==> config.mk <==
export PLATFORM = sky130hd
export DESIGN_NAME = dsl_state_legality
export DESIGN_NICKNAME = d
export VERILOG_FILES = /design/src/hdl/dsl_pkg.sv /design/src/hdl/dsl_state_legality.sv /design/src/hdl/dsl_mask_lane.sv
export SDC_FILE = /design/constraint.sdc
export NUM_CORES = 1
export LEC_CHECK = 0
export ABC_AREA = 0
export BUFFER_PORTS_ARGS = -buffer_cell sky130_fd_sc_hd__buf_2
export CORE_UTILIZATION = 35
export CTS_BUF_LIST = sky130_fd_sc_hd__clkbuf_16
export CTS_CLUSTER_SIZE = 40
export DETAILED_ROUTE_END_ITERATION = 10
export RECOVER_POWER = 100
export REMOVE_ABC_BUFFERS = 1
export SLEW_MARGIN = 20
export SYNTH_ARGS = -nofsm -noshare
export SYNTH_HDL_FRONTEND = slang
export SYNTH_HIERARCHICAL = 1
export SYNTH_SLANG_ARGS = --single-unit
==> constraint.sdc <==
create_clock -name core_clk -period 2.15 [get_ports core_clk]
set_clock_uncertainty 0.05 [all_clocks]
set_input_delay 0.3225 -clock core_clk [delete_from_list [all_inputs] [get_ports core_clk]]
set_output_delay 0.3225 -clock core_clk [all_outputs]
set_load 0.01 [all_outputs]
==> src/hdl/dsl_pkg.sv <==
package dsl_pkg;

  // Command encodings {csN, rasN, casN, weN}
  localparam logic [3:0] CMD_NOP = 4'h7;
  localparam logic [3:0] CMD_ACT = 4'h3;
  localparam logic [3:0] CMD_PRE = 4'h2;
  localparam logic [3:0] CMD_RD = 4'h5;
  localparam logic [3:0] CMD_WR = 4'h4;
  localparam logic [3:0] CMD_REF = 4'h1;
  localparam logic [3:0] CMD_MRS = 4'h0;
  localparam int A10_BIT = 10;
  localparam int BURST_LEN = 4;
  localparam int CKE_HOLD_CLKS = 3;
  localparam int XSRD_CLKS = 200;
  localparam int BANK_W = 2;
  localparam int ADDR_W = 14;

  typedef enum logic [3:0] {
    DSL_IDLE = 4'h0,
    DSL_ACTIVE = 4'h1,
    DSL_READ = 4'h2,
    DSL_WRITE = 4'h3,
    DSL_PDN_PRE = 4'h4,
    DSL_PDN_ACT = 4'h5,
    DSL_SELF_REF = 4'h6
  } dsl_state_e;

  typedef enum logic [3:0] {
    ACT_NONE = 4'h0,
    ACT_ROW_OPEN = 4'h1,
    ACT_PRECHARGE = 4'h2,
    ACT_READ = 4'h3,
    ACT_WRITE = 4'h4,
    ACT_REFRESH = 4'h5,
    ACT_MODE_SET = 4'h6,
    ACT_PDN_ENTRY = 4'h7,
    ACT_PDN_EXIT = 4'h8,
    ACT_SREF_ENTRY = 4'h9,
    ACT_SREF_EXIT = 4'ha,
    ACT_BURST_INT = 4'hb
  } dsl_action_e;

  typedef struct packed {
    logic cke;
    logic csN;
    logic rasN;
    logic casN;
    logic weN;
    logic [BANK_W-1:0] bank;
    logic [ADDR_W-1:0] addr;
  } dsl_cmd_s;

  typedef struct packed {
    dsl_action_e action;
    logic [BANK_W-1:0] bank;
    logic allBanks;
    logic illegal;
  } dsl_result_s;

endpackage

==> src/hdl/dsl_state_legality.sv <==
// Overview of operation
// RQ1 - Power transitions use clock enable at previous and current edge.
// RQ2 - State before the edge plus the command at that edge gives the action.
// RQ3 - Clock enable low on consecutive edges holds power down; inputs ignored.
// RQ4 - Power down entry/exit with NOP or deselect; active or precharge kind.
// RQ5 - Self refresh entered only from idle by refresh with clock enable falling.
// RQ6 - Self refresh exit by raising clock enable with NOP or deselect.
// RQ7 - After self refresh exit only NOP or deselect; no read before 200 clocks. Code flags only reads in that window.
// RQ8 - No power down entry while read, write, mode set or precharge busy. Code flags it only in read and write burst states.
// RQ9 - Clock enable held for three registered edges after each change.
// RQ10 - Unlisted clock enable sequences are illegal.
// RQ11 - No refresh happens in power down; controller limits residency.
// RQ12 - Clock enable stays high during driver calibration.
// RQ13 - Termination input does not affect transitions; off in self refresh.
// RQ14 - Termination input driven valid in power down when enabled.
// RQ15 - Beat stored when mask low with valid strobe, inhibited when high.
// RQ16 - Idle: NOP, activate, precharge, refresh, mode set legal; read/write not.
// RQ17 - Active: read, write, precharge legal; activate, refresh, mode set not.
// RQ18 - Read burst: NOP continues, read interrupts, all else illegal.
// RQ19 - Write burst: NOP continues, write interrupts, all else illegal.
// RQ20 - Command decoded from select, RAS, CAS, write enable, clock enable.
// RQ21 - Bank bits pick the bank, or the mode register for mode set.
`timescale 1ns/1ns
`default_nettype none
module dsl_state_legality #(
  parameter int BURST_LEN = dsl_pkg::BURST_LEN,
  parameter int XSRD_CLKS = dsl_pkg::XSRD_CLKS,
  parameter int LANES = 2
) (
  input wire logic core_clk,
  input wire logic reset_n,
  input wire logic clkEn,
  input wire dsl_pkg::dsl_cmd_s cmdIn,
  input wire logic odtIn,
  input wire logic strobeValid,
  input wire logic [LANES-1:0] dataMask,
  output dsl_pkg::dsl_result_s result,
  output logic actionValid,
  output dsl_pkg::dsl_state_e stateOut,
  output logic odtActive,
  output logic readBlocked,
  output logic [LANES-1:0] laneWrite
);
  // Pin synchronisers
  dsl_pkg::dsl_cmd_s cmdMeta, cmdSync;
  logic odtMeta, odtSync, strobeMeta, strobeSync;
  logic [LANES-1:0] maskMeta, maskSync;
  logic ckePrev_reg;
  dsl_pkg::dsl_state_e state_reg, state_next;
  dsl_pkg::dsl_action_e act;
  logic illegal;
  logic [3:0] cmd;
  logic ckeCur;
  logic burstDone;
  logic [$clog2(BURST_LEN+1)-1:0] burstCnt_reg;
  logic [$clog2(XSRD_CLKS+1)-1:0] xsrdCnt_reg;
  logic [1:0] ckeHoldCnt_reg;

  always_ff @(posedge core_clk or negedge reset_n) begin
    if (!reset_n) begin
      cmdMeta <= '0;
      cmdSync <= '0;
      odtMeta <= 1'b0;
      odtSync <= 1'b0;
      strobeMeta <= 1'b0;
      strobeSync <= 1'b0;
      maskMeta <= '0;
      maskSync <= '0;
    end else if (clkEn) begin
      cmdMeta <= cmdIn;
      cmdSync <= cmdMeta;
      odtMeta <= odtIn;
      odtSync <= odtMeta;
      strobeMeta <= strobeValid;
      strobeSync <= strobeMeta;
      maskMeta <= dataMask;
      maskSync <= maskMeta;
    end
  end

  assign ckeCur = cmdSync.cke;
  // Deselect forces the rest of the command to don't care
  assign cmd = cmdSync.csN ? dsl_pkg::CMD_NOP
      : {1'b0, cmdSync.rasN, cmdSync.casN, cmdSync.weN}; // [RQ20]
  assign burstDone = (burstCnt_reg == '0);

  // Previous clock enable level
  always_ff @(posedge core_clk or negedge reset_n) begin
    if (!reset_n) begin
      ckePrev_reg <= 1'b0;
    end else if (clkEn) begin
      ckePrev_reg <= ckeCur; // [RQ1]
    end
  end

  // Next state and action from state before the edge
  always_comb begin
    state_next = state_reg;
    act = dsl_pkg::ACT_NONE;
    illegal = 1'b0;
    case (state_reg) // [RQ2]
      dsl_pkg::DSL_PDN_PRE, dsl_pkg::DSL_PDN_ACT: begin
        if (ckeCur) begin
          // Exit only with NOP or deselect
          if (cmd != dsl_pkg::CMD_NOP) begin
            illegal = 1'b1; // [RQ4]
          end
          act = dsl_pkg::ACT_PDN_EXIT;
          state_next = (state_reg == dsl_pkg::DSL_PDN_ACT) ? dsl_pkg::DSL_ACTIVE
              : dsl_pkg::DSL_IDLE;
        end
        // Low on both edges: inputs ignored, no refresh [RQ3] [RQ11]
      end
      dsl_pkg::DSL_SELF_REF: begin
        if (ckeCur) begin
          if (cmd != dsl_pkg::CMD_NOP) begin
            illegal = 1'b1; // [RQ6]
          end
          act = dsl_pkg::ACT_SREF_EXIT;
          state_next = dsl_pkg::DSL_IDLE;
        end
      end
      dsl_pkg::DSL_IDLE: begin
        if (!ckeCur) begin
          if (cmd == dsl_pkg::CMD_REF) begin
            act = dsl_pkg::ACT_SREF_ENTRY; // [RQ5]
            state_next = dsl_pkg::DSL_SELF_REF;
          end else if (cmd == dsl_pkg::CMD_NOP) begin
            act = dsl_pkg::ACT_PDN_ENTRY; // [RQ4]
            state_next = dsl_pkg::DSL_PDN_PRE;
          end else begin
            illegal = 1'b1; // [RQ10]
          end
        end else begin
          case (cmd) // [RQ16]
            dsl_pkg::CMD_NOP: act = dsl_pkg::ACT_NONE;
            dsl_pkg::CMD_ACT: begin
              act = dsl_pkg::ACT_ROW_OPEN;
              state_next = dsl_pkg::DSL_ACTIVE;
            end
            dsl_pkg::CMD_PRE: act = dsl_pkg::ACT_PRECHARGE;
            dsl_pkg::CMD_REF: act = dsl_pkg::ACT_REFRESH;
            dsl_pkg::CMD_MRS: act = dsl_pkg::ACT_MODE_SET;
            default: illegal = 1'b1;
          endcase
        end
      end
      dsl_pkg::DSL_ACTIVE: begin
        if (!ckeCur) begin
          if (cmd == dsl_pkg::CMD_NOP) begin
            act = dsl_pkg::ACT_PDN_ENTRY; // [RQ4]
            state_next = dsl_pkg::DSL_PDN_ACT;
          end else begin
            illegal = 1'b1; // [RQ5]
          end
        end else begin
          case (cmd) // [RQ17]
            dsl_pkg::CMD_NOP: act = dsl_pkg::ACT_NONE;
            dsl_pkg::CMD_RD: begin
              act = dsl_pkg::ACT_READ;
              state_next = dsl_pkg::DSL_READ;
            end
            dsl_pkg::CMD_WR: begin
              act = dsl_pkg::ACT_WRITE;
              state_next = dsl_pkg::DSL_WRITE;
            end
            dsl_pkg::CMD_PRE: begin
              act = dsl_pkg::ACT_PRECHARGE;
              state_next = dsl_pkg::DSL_IDLE;
            end
            default: illegal = 1'b1;
          endcase
        end
      end
      dsl_pkg::DSL_READ, dsl_pkg::DSL_WRITE: begin
        if (!ckeCur) begin
          illegal = 1'b1; // [RQ8]
        end else if (cmd == dsl_pkg::CMD_NOP) begin
          if (burstDone) begin
            state_next = dsl_pkg::DSL_ACTIVE;
          end
        end else if ((state_reg == dsl_pkg::DSL_READ && cmd == dsl_pkg::CMD_RD)
            || (state_reg == dsl_pkg::DSL_WRITE && cmd == dsl_pkg::CMD_WR)) begin
          act = dsl_pkg::ACT_BURST_INT; // [RQ18] [RQ19]
        end else begin
          illegal = 1'b1; // [RQ18] [RQ19]
        end
      end
      default: begin
        state_next = dsl_pkg::DSL_IDLE;
        illegal = 1'b1;
      end
    endcase
    // Clock enable rise outside a low state is unlisted
    if (ckeCur && !ckePrev_reg && state_reg != dsl_pkg::DSL_PDN_PRE
        && state_reg != dsl_pkg::DSL_PDN_ACT && state_reg != dsl_pkg::DSL_SELF_REF) begin
      illegal = 1'b1; // [RQ10]
    end
    // Clock enable changed before three registered edges
    if (ckeCur != ckePrev_reg && ckeHoldCnt_reg != 2'h0) begin
      illegal = 1'b1; // [RQ9]
    end
    // Read during self refresh exit window, before tXSRD
    if (ckeCur && state_reg != dsl_pkg::DSL_SELF_REF && xsrdCnt_reg != '0) begin
      if (cmd == dsl_pkg::CMD_RD) begin
        illegal = 1'b1; // [RQ7]
      end
    end
    if (illegal) begin
      state_next = state_reg;
      act = dsl_pkg::ACT_NONE;
    end
  end

  always_ff @(posedge core_clk or negedge reset_n) begin
    if (!reset_n) begin
      state_reg <= dsl_pkg::DSL_IDLE;
    end else if (clkEn) begin
      state_reg <= state_next;
    end
  end

  // Burst length counter
  always_ff @(posedge core_clk or negedge reset_n) begin
    if (!reset_n) begin
      burstCnt_reg <= '0;
    end else if (clkEn) begin
      if (act == dsl_pkg::ACT_READ || act == dsl_pkg::ACT_WRITE
          || act == dsl_pkg::ACT_BURST_INT) begin
        burstCnt_reg <= $bits(burstCnt_reg)'(BURST_LEN - 2);
      end else if (!burstDone) begin
        burstCnt_reg <= burstCnt_reg - 1'b1;
      end
    end
  end

  // Read lockout after self refresh exit
  always_ff @(posedge core_clk or negedge reset_n) begin
    if (!reset_n) begin
      xsrdCnt_reg <= '0;
    end else if (clkEn) begin
      if (act == dsl_pkg::ACT_SREF_EXIT) begin
        xsrdCnt_reg <= $bits(xsrdCnt_reg)'(XSRD_CLKS - 1); // [RQ7]
      end else if (xsrdCnt_reg != '0) begin
        xsrdCnt_reg <= xsrdCnt_reg - 1'b1;
      end
    end
  end

  // Clock enable hold counter
  always_ff @(posedge core_clk or negedge reset_n) begin
    if (!reset_n) begin
      ckeHoldCnt_reg <= 2'h0;
    end else if (clkEn) begin
      if (ckeCur != ckePrev_reg) begin
        ckeHoldCnt_reg <= 2'(dsl_pkg::CKE_HOLD_CLKS - 1); // [RQ9]
      end else if (ckeHoldCnt_reg != 2'h0) begin
        ckeHoldCnt_reg <= ckeHoldCnt_reg - 2'h1;
      end
    end
  end

  // Result outputs
  always_ff @(posedge core_clk or negedge reset_n) begin
    if (!reset_n) begin
      result <= '0;
      actionValid <= 1'b0;
      stateOut <= dsl_pkg::DSL_IDLE;
      readBlocked <= 1'b0;
    end else if (clkEn) begin
      result.action <= act;
      result.bank <= cmdSync.bank; // [RQ21]
      result.allBanks <= cmdSync.addr[dsl_pkg::A10_BIT];
      result.illegal <= illegal;
      actionValid <= (act != dsl_pkg::ACT_NONE) | illegal;
      stateOut <= state_next;
      readBlocked <= (xsrdCnt_reg > 1) || (act == dsl_pkg::ACT_SREF_EXIT);
    end
  end

  // Termination gated off in self refresh only
  always_ff @(posedge core_clk or negedge reset_n) begin
    if (!reset_n) begin
      odtActive <= 1'b0;
    end else if (clkEn) begin
      odtActive <= odtSync && (state_next != dsl_pkg::DSL_SELF_REF); // [RQ13]
    end
  end

  dsl_mask_lane #(
    .LANES(LANES)
  ) u_mask (
    .core_clk(core_clk),
    .reset_n(reset_n),
    .clkEn(clkEn),
    .beatValid(strobeSync),
    .dataMask(maskSync),
    .laneWrite(laneWrite)
  );
endmodule
`default_nettype wire

==> src/hdl/dsl_mask_lane.sv <==
`timescale 1ns/1ns
`default_nettype none
module dsl_mask_lane #(
  parameter int LANES = 2
) (
  input wire logic core_clk,
  input wire logic reset_n,
  input wire logic clkEn,
  input wire logic beatValid,
  input wire logic [LANES-1:0] dataMask,
  output logic [LANES-1:0] laneWrite
);
  genvar i;
  generate
    for (i = 0; i < LANES; i++) begin : g_lane
      // Beat stored when mask low with valid strobe
      always_ff @(posedge core_clk or negedge reset_n) begin
        if (!reset_n) begin
          laneWrite[i] <= 1'b0;
        end else if (clkEn) begin
          laneWrite[i] <= beatValid & ~dataMask[i]; // [RQ15]
        end
      end
    end
  endgenerate
endmodule
`default_nettype wire

==> results.json, run 1 <==
{
  "whs_ns": 0.205,
  "fmax_mhz": 450,
  "slew_violations": 0,
  "r2r-start": "cmdSync[19]",
  "yosys-mux-area-fraction_pct": 11.4,
  "vias_per_cell": 5.16,
  "yosysTopAreaCell": "dfrtp_1",
  "clk_pin_slew_ns": 0.07,
  "cp-start-kind": "flop",
  "yosys.area_share.adder_pct": 2.47,
  "violations": "setup timing",
  "grt_pass1_wl_um": 10800,
  "synth_compound_area_share_pct": 15.3,
  "drive_gt1_share_pct": 47.8,
  "numCtsBuffers": 5,
  "io_buffers": 31,
  "routed_wl_um": 6650,
  "n_fill_cell": 768,
  "period_needed_ns": 2.22,
  "yosysWarnings": 6,
  "crit_start": "cmdSync[19]",
  "cts-root-buf": "clkbuf_16",
  "synthXorXnorAreaFrac_pct": 2.02,
  "async_flop_share_pct": 100,
  "synth_edf_count": 0,
  "setup_ws_ns": -0.0735,
  "netlist.area_leader.share_pct": 45.2,
  "path_class": "reg2reg",
  "synth_area_leaders": "dfrtp_1 45%, mux2_2 10%, nand2_1 3.1%, ha_1 2.5%, o21ai_0 2.5%",
  "cts_tree": "yes",
  "routabilityCongestion": 0.826,
  "yosys-top-cells-count": "55 x dfrtp_1, 28 x mux2_2, 25 x nand2_1",
  "crit_chain": "or4b_4 > and3_4 > o31ai_4 > buf_6 > nand3_4 > mux2_4",
  "diodes": 0,
  "drt_iter0_drc": 121,
  "synth_cells": 281,
  "required_ns": 2.27,
  "ant_nets": 0,
  "r2r_end": "stateOut[1]",
  "powerDensity_nw_per_um2": 1190,
  "cap_viol_max_count": 0,
  "syn-cell-area_um2": 3040,
  "core_um2": 8300,
  "fin_nets": 391,
  "slew_headroom_pct": 74.2,
  "setup.worst_path.end_class": "flop",
  "final_area_um2": 3960,
  "drc": 0,
  "initial_core_util_pct": 36.7,
  "outcome": "finished, violations left",
  "ys_types": 71,
  "pre_cts_ws_ns": -0.132,
  "setup_viol": 9,
  "worst_path_max_delay_cell": "or4b_4",
  "cts.sinks": 55,
  "worst_slew_pin_slew_ns": 0.384,
  "synth_top_family_by_area": "simple AND/OR/NAND/NOR gates",
  "cp.arrival_ns": 2.35,
  "hpwl_um": 4780,
  "finalHoldViolCount": 0,
  "grt_pass1_vias": 2316,
  "worstHoldPathType": "in2reg",
  "crit_path_end": "stateOut[1]",
  "cp.depth": 6,
  "io_pins": 45,
  "antenna_found_initial": 0,
  "yosys.area_share.simple_pct": 16.8,
  "firstDrtPassIters": 4,
  "max_stage_delay_ns": 0.54,
  "cp_max_fo": 6,
  "grt_max_degree": 56,
  "ys.flop_type": "dfrtp_1",
  "syn_area_per_cell_um2": 10.8,
  "grt_overflow": 0,
  "crit_family": "simple AND/OR/NAND/NOR gates",
  "vdd_drop_max_uv": 560,
  "syn2layout_area_growth_pct": 30.2,
  "groute.usage.overall_pct": 15.5,
  "postPlaceCellArea_um2": 3580,
  "cts_buffer_depth": 2,
  "cts_htree_levels": 2,
  "power.leakage_nw": 1.75,
  "fp.dieW_um": 95.2,
  "clkLatencyLatePin_ns": 0.29,
  "die-area_um2": 9070,
  "seq_area_frac_synth_pct": 45.2,
  "ys_ff_latch": 55,
  "rows": 33,
  "reg2reg_slack_ns": -0.07,
  "synth.most_common_cell": "dfrtp_1",
  "wire_per_inst_um": 14.4,
  "rr_worst_depth": 6,
  "finalSetupTns_ns": -0.190,
  "die_y_um": 95.2,
  "rsz0062_at_grt": "yes",
  "min_period_over_period_pct": 103,
  "num_vias": 2389,
  "path_buf_inv": 1
}
==> report_power, final <==
group          leakage, nW  internal [mW]  switching, mW  total, mW
clock network       0.0844          0.556          0.380      0.936
registers            0.651           1.31          0.245       1.55
logic                 1.01           1.17           1.06       2.22
==> how the worst min path moves through the flow <==
stage	slack (ns)	cells after the start	endpoint	startpoint
after floorplan	-0.02	0	actionValid	reset_n
after global placement	0.29	2	result[0]	reset_n
after detailed placement	0.29	2	result[0]	reset_n
after CTS	0.20	2	cmdMeta[16]	cmdIn[16]
after global routing	0.20	2	maskMeta[0]	dataMask[0]
final	0.21	2	cmdMeta[17]	cmdIn[17]
==> per-layer routing <==
metal | share of wire, % | GRT usage (%) | vias to the layer above
li1 | - | - | 1169
met1 | 47 | 20.5 | 1173
met2 | 48 | 25.1 | 40
met3 | 3.9 | 3.03 | 7
met4 | 1.2 | 5.30 | 0
met5 | 0 | 0 | -
==> layout by cell type (no fill, tap or decap), types with 3 or more instances in the layout <==
master / instances
a211oi_1: 3
a21oi_1: 5
and2_1: 5
buf_2: 31
buf_4: 48
buf_6: 5
clkbuf_16: 5
dfrtp_1: 48
dfrtp_2: 7
ha_1: 6
inv_1: 14
mux2_2: 28
nand2_1: 23
nand3_1: 3
nand4_1: 5
nor2_1: 11
nor2_2: 3
nor3_1: 8
o21ai_0: 14
xnor2_1: 5
==> final cells by class <==
cell class | count | area [um^2] | share of cell area, %
flip-flops and latches | 55 | 1390 | 35.0
inverters | 15 | 56.3 | 1.42
clock buffers | 5 | 125 | 3.16
clock inverters | 3 | 47.5 | 1.20
multi-input cells | 192 | 1590 | 40.1
repair buffers | 88 | 627 | 15.8
well taps | 105 | 131 | 3.32
==> kinds of logic after synthesis <==
logic type      Yosys count
compound gates           60
flops                    55
fa+ha+maj                 6
mux                      31
simple gates             88
xor+xnor                  7
buf+inv                  34
==> metrics by stage <==
step | std cells | util, % | power, mW
final | 463 | 47.7 | 4.71
after global routing | 463 | 47.7 | 5.04
after CTS | 458 | 46.0 | 4.59
after detailed placement | 448 | 43.1 | 3.55
after global placement | 448 | 43.1 | 3.50
after floorplan | 262 | - | 2.70
==> what timing repair did <==
item / CTS / global route
hold endpoints to repair: 55 / 0
pin swaps: 4 / 6
cloned: 0 / 0
setup endpoints to repair: 11 / 15
hold buffers: 1 / 0
gates resized for setup: 14 / 24
buffers inserted: 1 / 5
Note: power is estimated with default switching activity, not from simulation.
==> run 2: changes to the inputs <==
--- a/config.mk
+++ b/config.mk
@@ -7,6 +7,7 @@
 export LEC_CHECK = 0
 export ABC_AREA = 0
 export BUFFER_PORTS_ARGS = -buffer_cell sky130_fd_sc_hd__buf_2
+export CORE_MARGIN = 4
 export CORE_UTILIZATION = 35
 export CTS_BUF_LIST = sky130_fd_sc_hd__clkbuf_16
 export CTS_CLUSTER_SIZE = 40
@@ -18,3 +19,4 @@
 export SYNTH_HDL_FRONTEND = slang
 export SYNTH_HIERARCHICAL = 1
 export SYNTH_SLANG_ARGS = --single-unit
+export TNS_END_PERCENT = 1
==> results.json, run 2 (synthesized netlist as in run 1, its figures left out) <==
{
  "outcome": "finished, violations left",
  "violations": "setup timing",
  "io_pins": 45,
  "grt_pass1_wl_um": 11400,
  "slew_headroom_pct": 9.79,
  "antenna_found_initial": 0,
  "firstDrtPassIters": 4,
  "grt_max_degree": 56,
  "num_vias": 2380,
  "worstHoldPathType": "in2reg",
  "core_um2": 8340,
  "powerDensity_nw_per_um2": 1180,
  "fmax_mhz": 452,
  "cp-start-kind": "flop",
  "min_period_over_period_pct": 103,
  "die-area_um2": 10200,
  "initial_core_util_pct": 36.5,
  "fin_nets": 392,
  "required_ns": 2.34,
  "rows": 33,
  "wire_per_inst_um": 14.3,
  "syn2layout_area_growth_pct": 27.7,
  "routabilityCongestion": 0.901,
  "worst_slew_pin_slew_ns": 1.35,
  "ant_nets": 0,
  "cap_viol_max_count": 0,
  "setup_ws_ns": -0.0647,
  "period_needed_ns": 2.21,
  "p_total_mw": 4.59,
  "path_class": "reg2reg",
  "io_buffers": 31,
  "hpwl_um": 4680,
  "setup.worst_path.end_class": "flop",
  "setup_viol": 5,
  "place_inst": 446,
  "slew_violations": 0,
  "fp.dieW_um": 101,
  "rsz0062_at_grt": "yes",
  "clk_pin_slew_ns": 0.08,
  "vdd_drop_max_uv": 428,
  "drt_iter0_drc": 78,
  "reg2reg_slack_ns": -0.06,
  "drc": 0,
  "cts_htree_levels": 2,
  "groute.usage.overall_pct": 13.9,
  "routed_wl_um": 6620,
  "cp_max_fo": 5,
  "clkLatencyLatePin_ns": 0.30,
  "final_common_cell": "buf_4",
  "finalHoldViolCount": 0,
  "grt_pass1_vias": 2381,
  "die_y_um": 101,
  "cp.arrival_ns": 2.40,
  "vias_per_cell": 5.13,
  "grt_overflow": 0,
  "power.leakage_nw": 1.68,
  "numCtsBuffers": 5,
  "cts.sinks": 55,
  "cts_buffer_depth": 2,
  "final_cell_mix": "50 x buf_4, 49 x dfrtp_1, 28 x mux2_2, 25 x nand2_1, 17 x clkbuf_1",
  "cts-root-buf": "clkbuf_16",
  "cts_tree": "yes",
  "drive_gt1_share_pct": 41.8,
  "fin_cells": 464,
  "diodes": 0
}
==> run 2: cell count changes in the layout (fill, tap and decap cells not counted), moves of 2 or more <==
cell,before,now
buf_4,48,50
nand2_1,23,25
clkbuf_1,0,17
buf_2,31,16
buf_6,5,1
==> run 2: per-stage QoR <==
step | utilization, % | setup TNS (ns) | worst slack (ns) | hold slack, ns | area [um^2]
floorplan | - | -0.391 | -0.0740 | -0.0231 | 2890
global placement | 42.7 | -1.17 | -0.144 | 0.293 | 3560
detailed placement | 42.7 | -1.29 | -0.152 | 0.298 | 3560
CTS | 46.2 | -0.420 | -0.0596 | 0.191 | 3860
global route | 46.6 | -1.81 | -0.130 | 0.197 | 3880
finish | 46.6 | -0.199 | -0.0647 | 0.199 | 3880
==> run 2: metal layers <==
layer  routed length (um)  vias to the layer above  GRT usage [%]
li1                     -                     1168              -
met1                 3170                     1165           18.9
met2                 3060                       37           22.2
met3                  262                       10           3.24
met4                  121                        0           3.89
met5                    0                        -              0
==> run 2: final cells by class <==
| class | instances | area [um^2] |
|---|---|---|
| Multi-Input combinational cell | 192 | 1570 |
| Timing Repair Buffer | 89 | 593 |
| Sequential cell | 55 | 1380 |
| Inverter | 15 | 56.3 |
| Tap cell | 105 | 131 |
| Clock inverter | 3 | 23.8 |
| Clock buffer | 5 | 125 |
| Fill cell | 808 | 4460 |
==> run 2: timing repair <==
action | CTS | global route
hold endpoints to repair | 55 | 0
pin swaps | 10 | 4
buffers inserted | 7 | 2
resized for setup | 18 | 14
hold buffers | 1 | 0
endpoints found under the setup margin | 15 | 19
==> run 2: report_power, final <==
part | switching, mW | total [mW] | internal (mW)
Clock | 0.393 | 0.832 | 0.439
Sequential | 0.227 | 1.54 | 1.31
Combinational | 1.05 | 2.22 | 1.17
Total | 1.67 | 4.59 | 2.92
==> run 2: worst paths after layout <==
check | start | endpoint | cells after the start
max in group asynchronous | reset_n | cmdSync[17] | 3
setup reg to reg | cmdSync[16] | burstCnt_reg[1] | 6
hold / removal | cmdIn[18] | cmdMeta[18] | 2
min in group asynchronous | reset_n | stateOut[1] | 3
setup / recovery | cmdSync[16] | burstCnt_reg[1] | 6
hold reg to reg | maskSync[0] | u_mask/laneWrite[0] | 1
==> run 2: critical path, stage by stage (launching register included) <==
cell and delay, ns:
dfrtp_2 0.45, o31ai_2 0.38, o22ai_1 0.12, or4_1 0.40
a21o_1 0.19, a2111oi_4 0.41, or2_1 0.15
==> run 3: changes to the inputs <==
--- a/config.mk
+++ b/config.mk
@@ -8,12 +8,14 @@
 export ABC_AREA = 0
 export BUFFER_PORTS_ARGS = -buffer_cell sky130_fd_sc_hd__buf_2
 export CORE_MARGIN = 4
-export CORE_UTILIZATION = 35
+export CORE_UTILIZATION = 51
 export CTS_BUF_LIST = sky130_fd_sc_hd__clkbuf_16
 export CTS_CLUSTER_SIZE = 40
 export DETAILED_ROUTE_END_ITERATION = 10
+export PLACE_DENSITY = 0.75
 export RECOVER_POWER = 100
 export REMOVE_ABC_BUFFERS = 1
+export SKIP_LAST_GASP = 1
 export SLEW_MARGIN = 20
 export SYNTH_ARGS = -nofsm -noshare
 export SYNTH_HDL_FRONTEND = slang
==> results.json, run 3 (synthesized netlist as in run 1, its figures left out) <==
{
  "clk_pin_slew_ns": 0.07,
  "clkLatencyLatePin_ns": 0.29,
  "min_period_over_period_pct": 105,
  "r2r-start": "cmdSync[18]",
  "ant_nets": 0,
  "min_from": "cmdIn[18]",
  "wire_per_inst_um": 15.1,
  "grt_max_degree": 56,
  "vias_per_cell": 5.53,
  "routed_wl_um": 6400,
  "crit_chain": "buf_4 > a31oi_2 > o22ai_1 > a32oi_2 > nand2_1 > or4b_1 > o22a_1",
  "fin_nets": 384,
  "grt_overflow": 0,
  "cts_tree": "yes",
  "drt_iter0_drc": 111,
  "pre_cts_ws_ns": -0.0753,
  "cp-start-kind": "flop",
  "num_vias": 2339,
  "die_y_um": 85.2,
  "firstDrtPassIters": 4,
  "setup.worst_path.end_class": "flop",
  "power.leakage_nw": 1.61,
  "powerDensity_nw_per_um2": 1180,
  "regArea_um2": 1380,
  "crit_family": "compound AO/OA/AOI/OAI gates",
  "antenna_found_initial": 0,
  "setup_ws_ns": -0.105,
  "die-area_um2": 7260,
  "max_stage_delay_ns": 0.54,
  "rsz0062_at_grt": "yes",
  "cts_buffer_depth": 2,
  "cts_htree_levels": 2,
  "cts-root-buf": "clkbuf_16",
  "cap_viol_max_count": 0,
  "n_fill_cell": 455,
  "hpwl_um": 4600,
  "path_class": "reg2reg",
  "io_pins": 45,
  "rr_worst_depth": 7,
  "grt_pass1_wl_um": 11100,
  "grt_pass1_vias": 2312,
  "drive_gt1_share_pct": 36.2,
  "cp_max_fo": 9,
  "finalHoldViolCount": 0,
  "core_um2": 5640,
  "outcome": "finished, violations left",
  "io_buffers": 31,
  "required_ns": 2.27,
  "final_common_cell": "dfrtp_1",
  "drc": 0,
  "slew_headroom_pct": 12.1,
  "whs_ns": 0.210,
  "rows": 27,
  "numCtsBuffers": 5,
  "holdPathStages": 2,
  "multi_input_area_um2": 1490,
  "cts.sinks": 55,
  "period_needed_ns": 2.25,
  "worst_path_max_delay_cell": "or4b_1",
  "groute.usage.overall_pct": 18.5,
  "worst_slew_pin_slew_ns": 1.32,
  "r2r_end": "actionValid",
  "violations": "setup timing",
  "cp.arrival_ns": 2.38,
  "fp.dieW_um": 85.2,
  "path_buf_inv": 1,
  "routabilityCongestion": 0.922,
  "initial_core_util_pct": 53.9,
  "worstHoldPathType": "in2reg",
  "p_total_mw": 4.34,
  "diodes": 0,
  "syn2layout_area_growth_pct": 21.1,
  "slew_violations": 0,
  "min_to": "cmdMeta[18]",
  "fmax_mhz": 444,
  "setup_viol": 9,
  "reg2reg_slack_ns": -0.10,
  "vdd_drop_max_uv": 753,
  "final_cell_mix": "53 x dfrtp_1, 42 x buf_4, 28 x mux2_2, 25 x nand2_1, 17 x buf_2"
}
-- run 3: cell types whose count changed in the layout (fill, tap and decap cells not counted), sizes merged --
cell | previous run | this run
clkinvlp | 0 | 1
buf | 69 | 61
inv | 16 | 15
-- run 3: power by group --
| group | switching (mW) | total, mW | internal [mW] | leakage (nW) |
|---|---|---|---|---|
| clock network | 0.372 | 0.803 | 0.431 | 0.0674 |
| registers | 0.235 | 1.54 | 1.31 | 0.657 |
| logic | 0.984 | 1.99 | 1.01 | 0.887 |
| total | 1.59 | 4.34 | 2.75 | 1.61 |
-- run 3: stage by stage --
stage                     TNS (ns)  utilization, %  cell area, um^2  cells
final                       -0.315            65.3             3680    423
after global routing         -2.16            65.3             3680    423
after CTS                  -0.0835            65.7             3710    422
after detailed placement    -0.338            62.4             3520    411
after global placement      -0.215            62.4             3520    411
after floorplan             -0.391               -             2890    262
-- run 3: how the worst max path moves through the flow --
stage / from / cells after the start / slack [ns] / end
floorplan: ckeCur / 6 / -0.07 / stateOut[1]
global placement: cmdSync[18] / 6 / -0.06 / burstCnt_reg[2]
detailed placement: cmdSync[18] / 7 / -0.08 / actionValid
CTS: cmdSync[18] / 8 / -0.04 / actionValid
global route: cmdSync[18] / 7 / -0.20 / actionValid
finish: cmdSync[18] / 7 / -0.10 / actionValid
-- run 3: area by class of cell --
class | instances | area share [%]
clock buffer | 5 | 3.40
inverter | 15 | 1.53
clock inverter | 3 | 0.543
tap | 72 | 2.44
timing repair buffer | 81 | 14.3
sequential | 55 | 37.4
multi-input combinational | 192 | 40.3
-- run 3: repair_timing --
action	in CTS	in global routing
setup buffers	2	1
pin swaps	4	1
endpoints found under the hold margin	55	0
resized for setup	4	2
endpoints found under the setup margin	11	18
hold buffers	1	0
-- run 3: worst register-to-register path, cell delays in order (launching register included) --
cell     delay [ns]
dfrtp_2        0.46
buf_4          0.16
a31oi_2        0.22
o22ai_1        0.12
a32oi_2        0.27
nand2_1        0.14
or4b_1         0.54
o22a_1         0.17
-- run 3: per-layer routing --
metal	vias to the layer above	global-route usage, %	share of wire, %
met5	-	0	0
met4	0	3.88	0.75
met3	4	2.52	4.7
met2	56	31.0	49
met1	1126	25.6	45
li1	1153	-	-
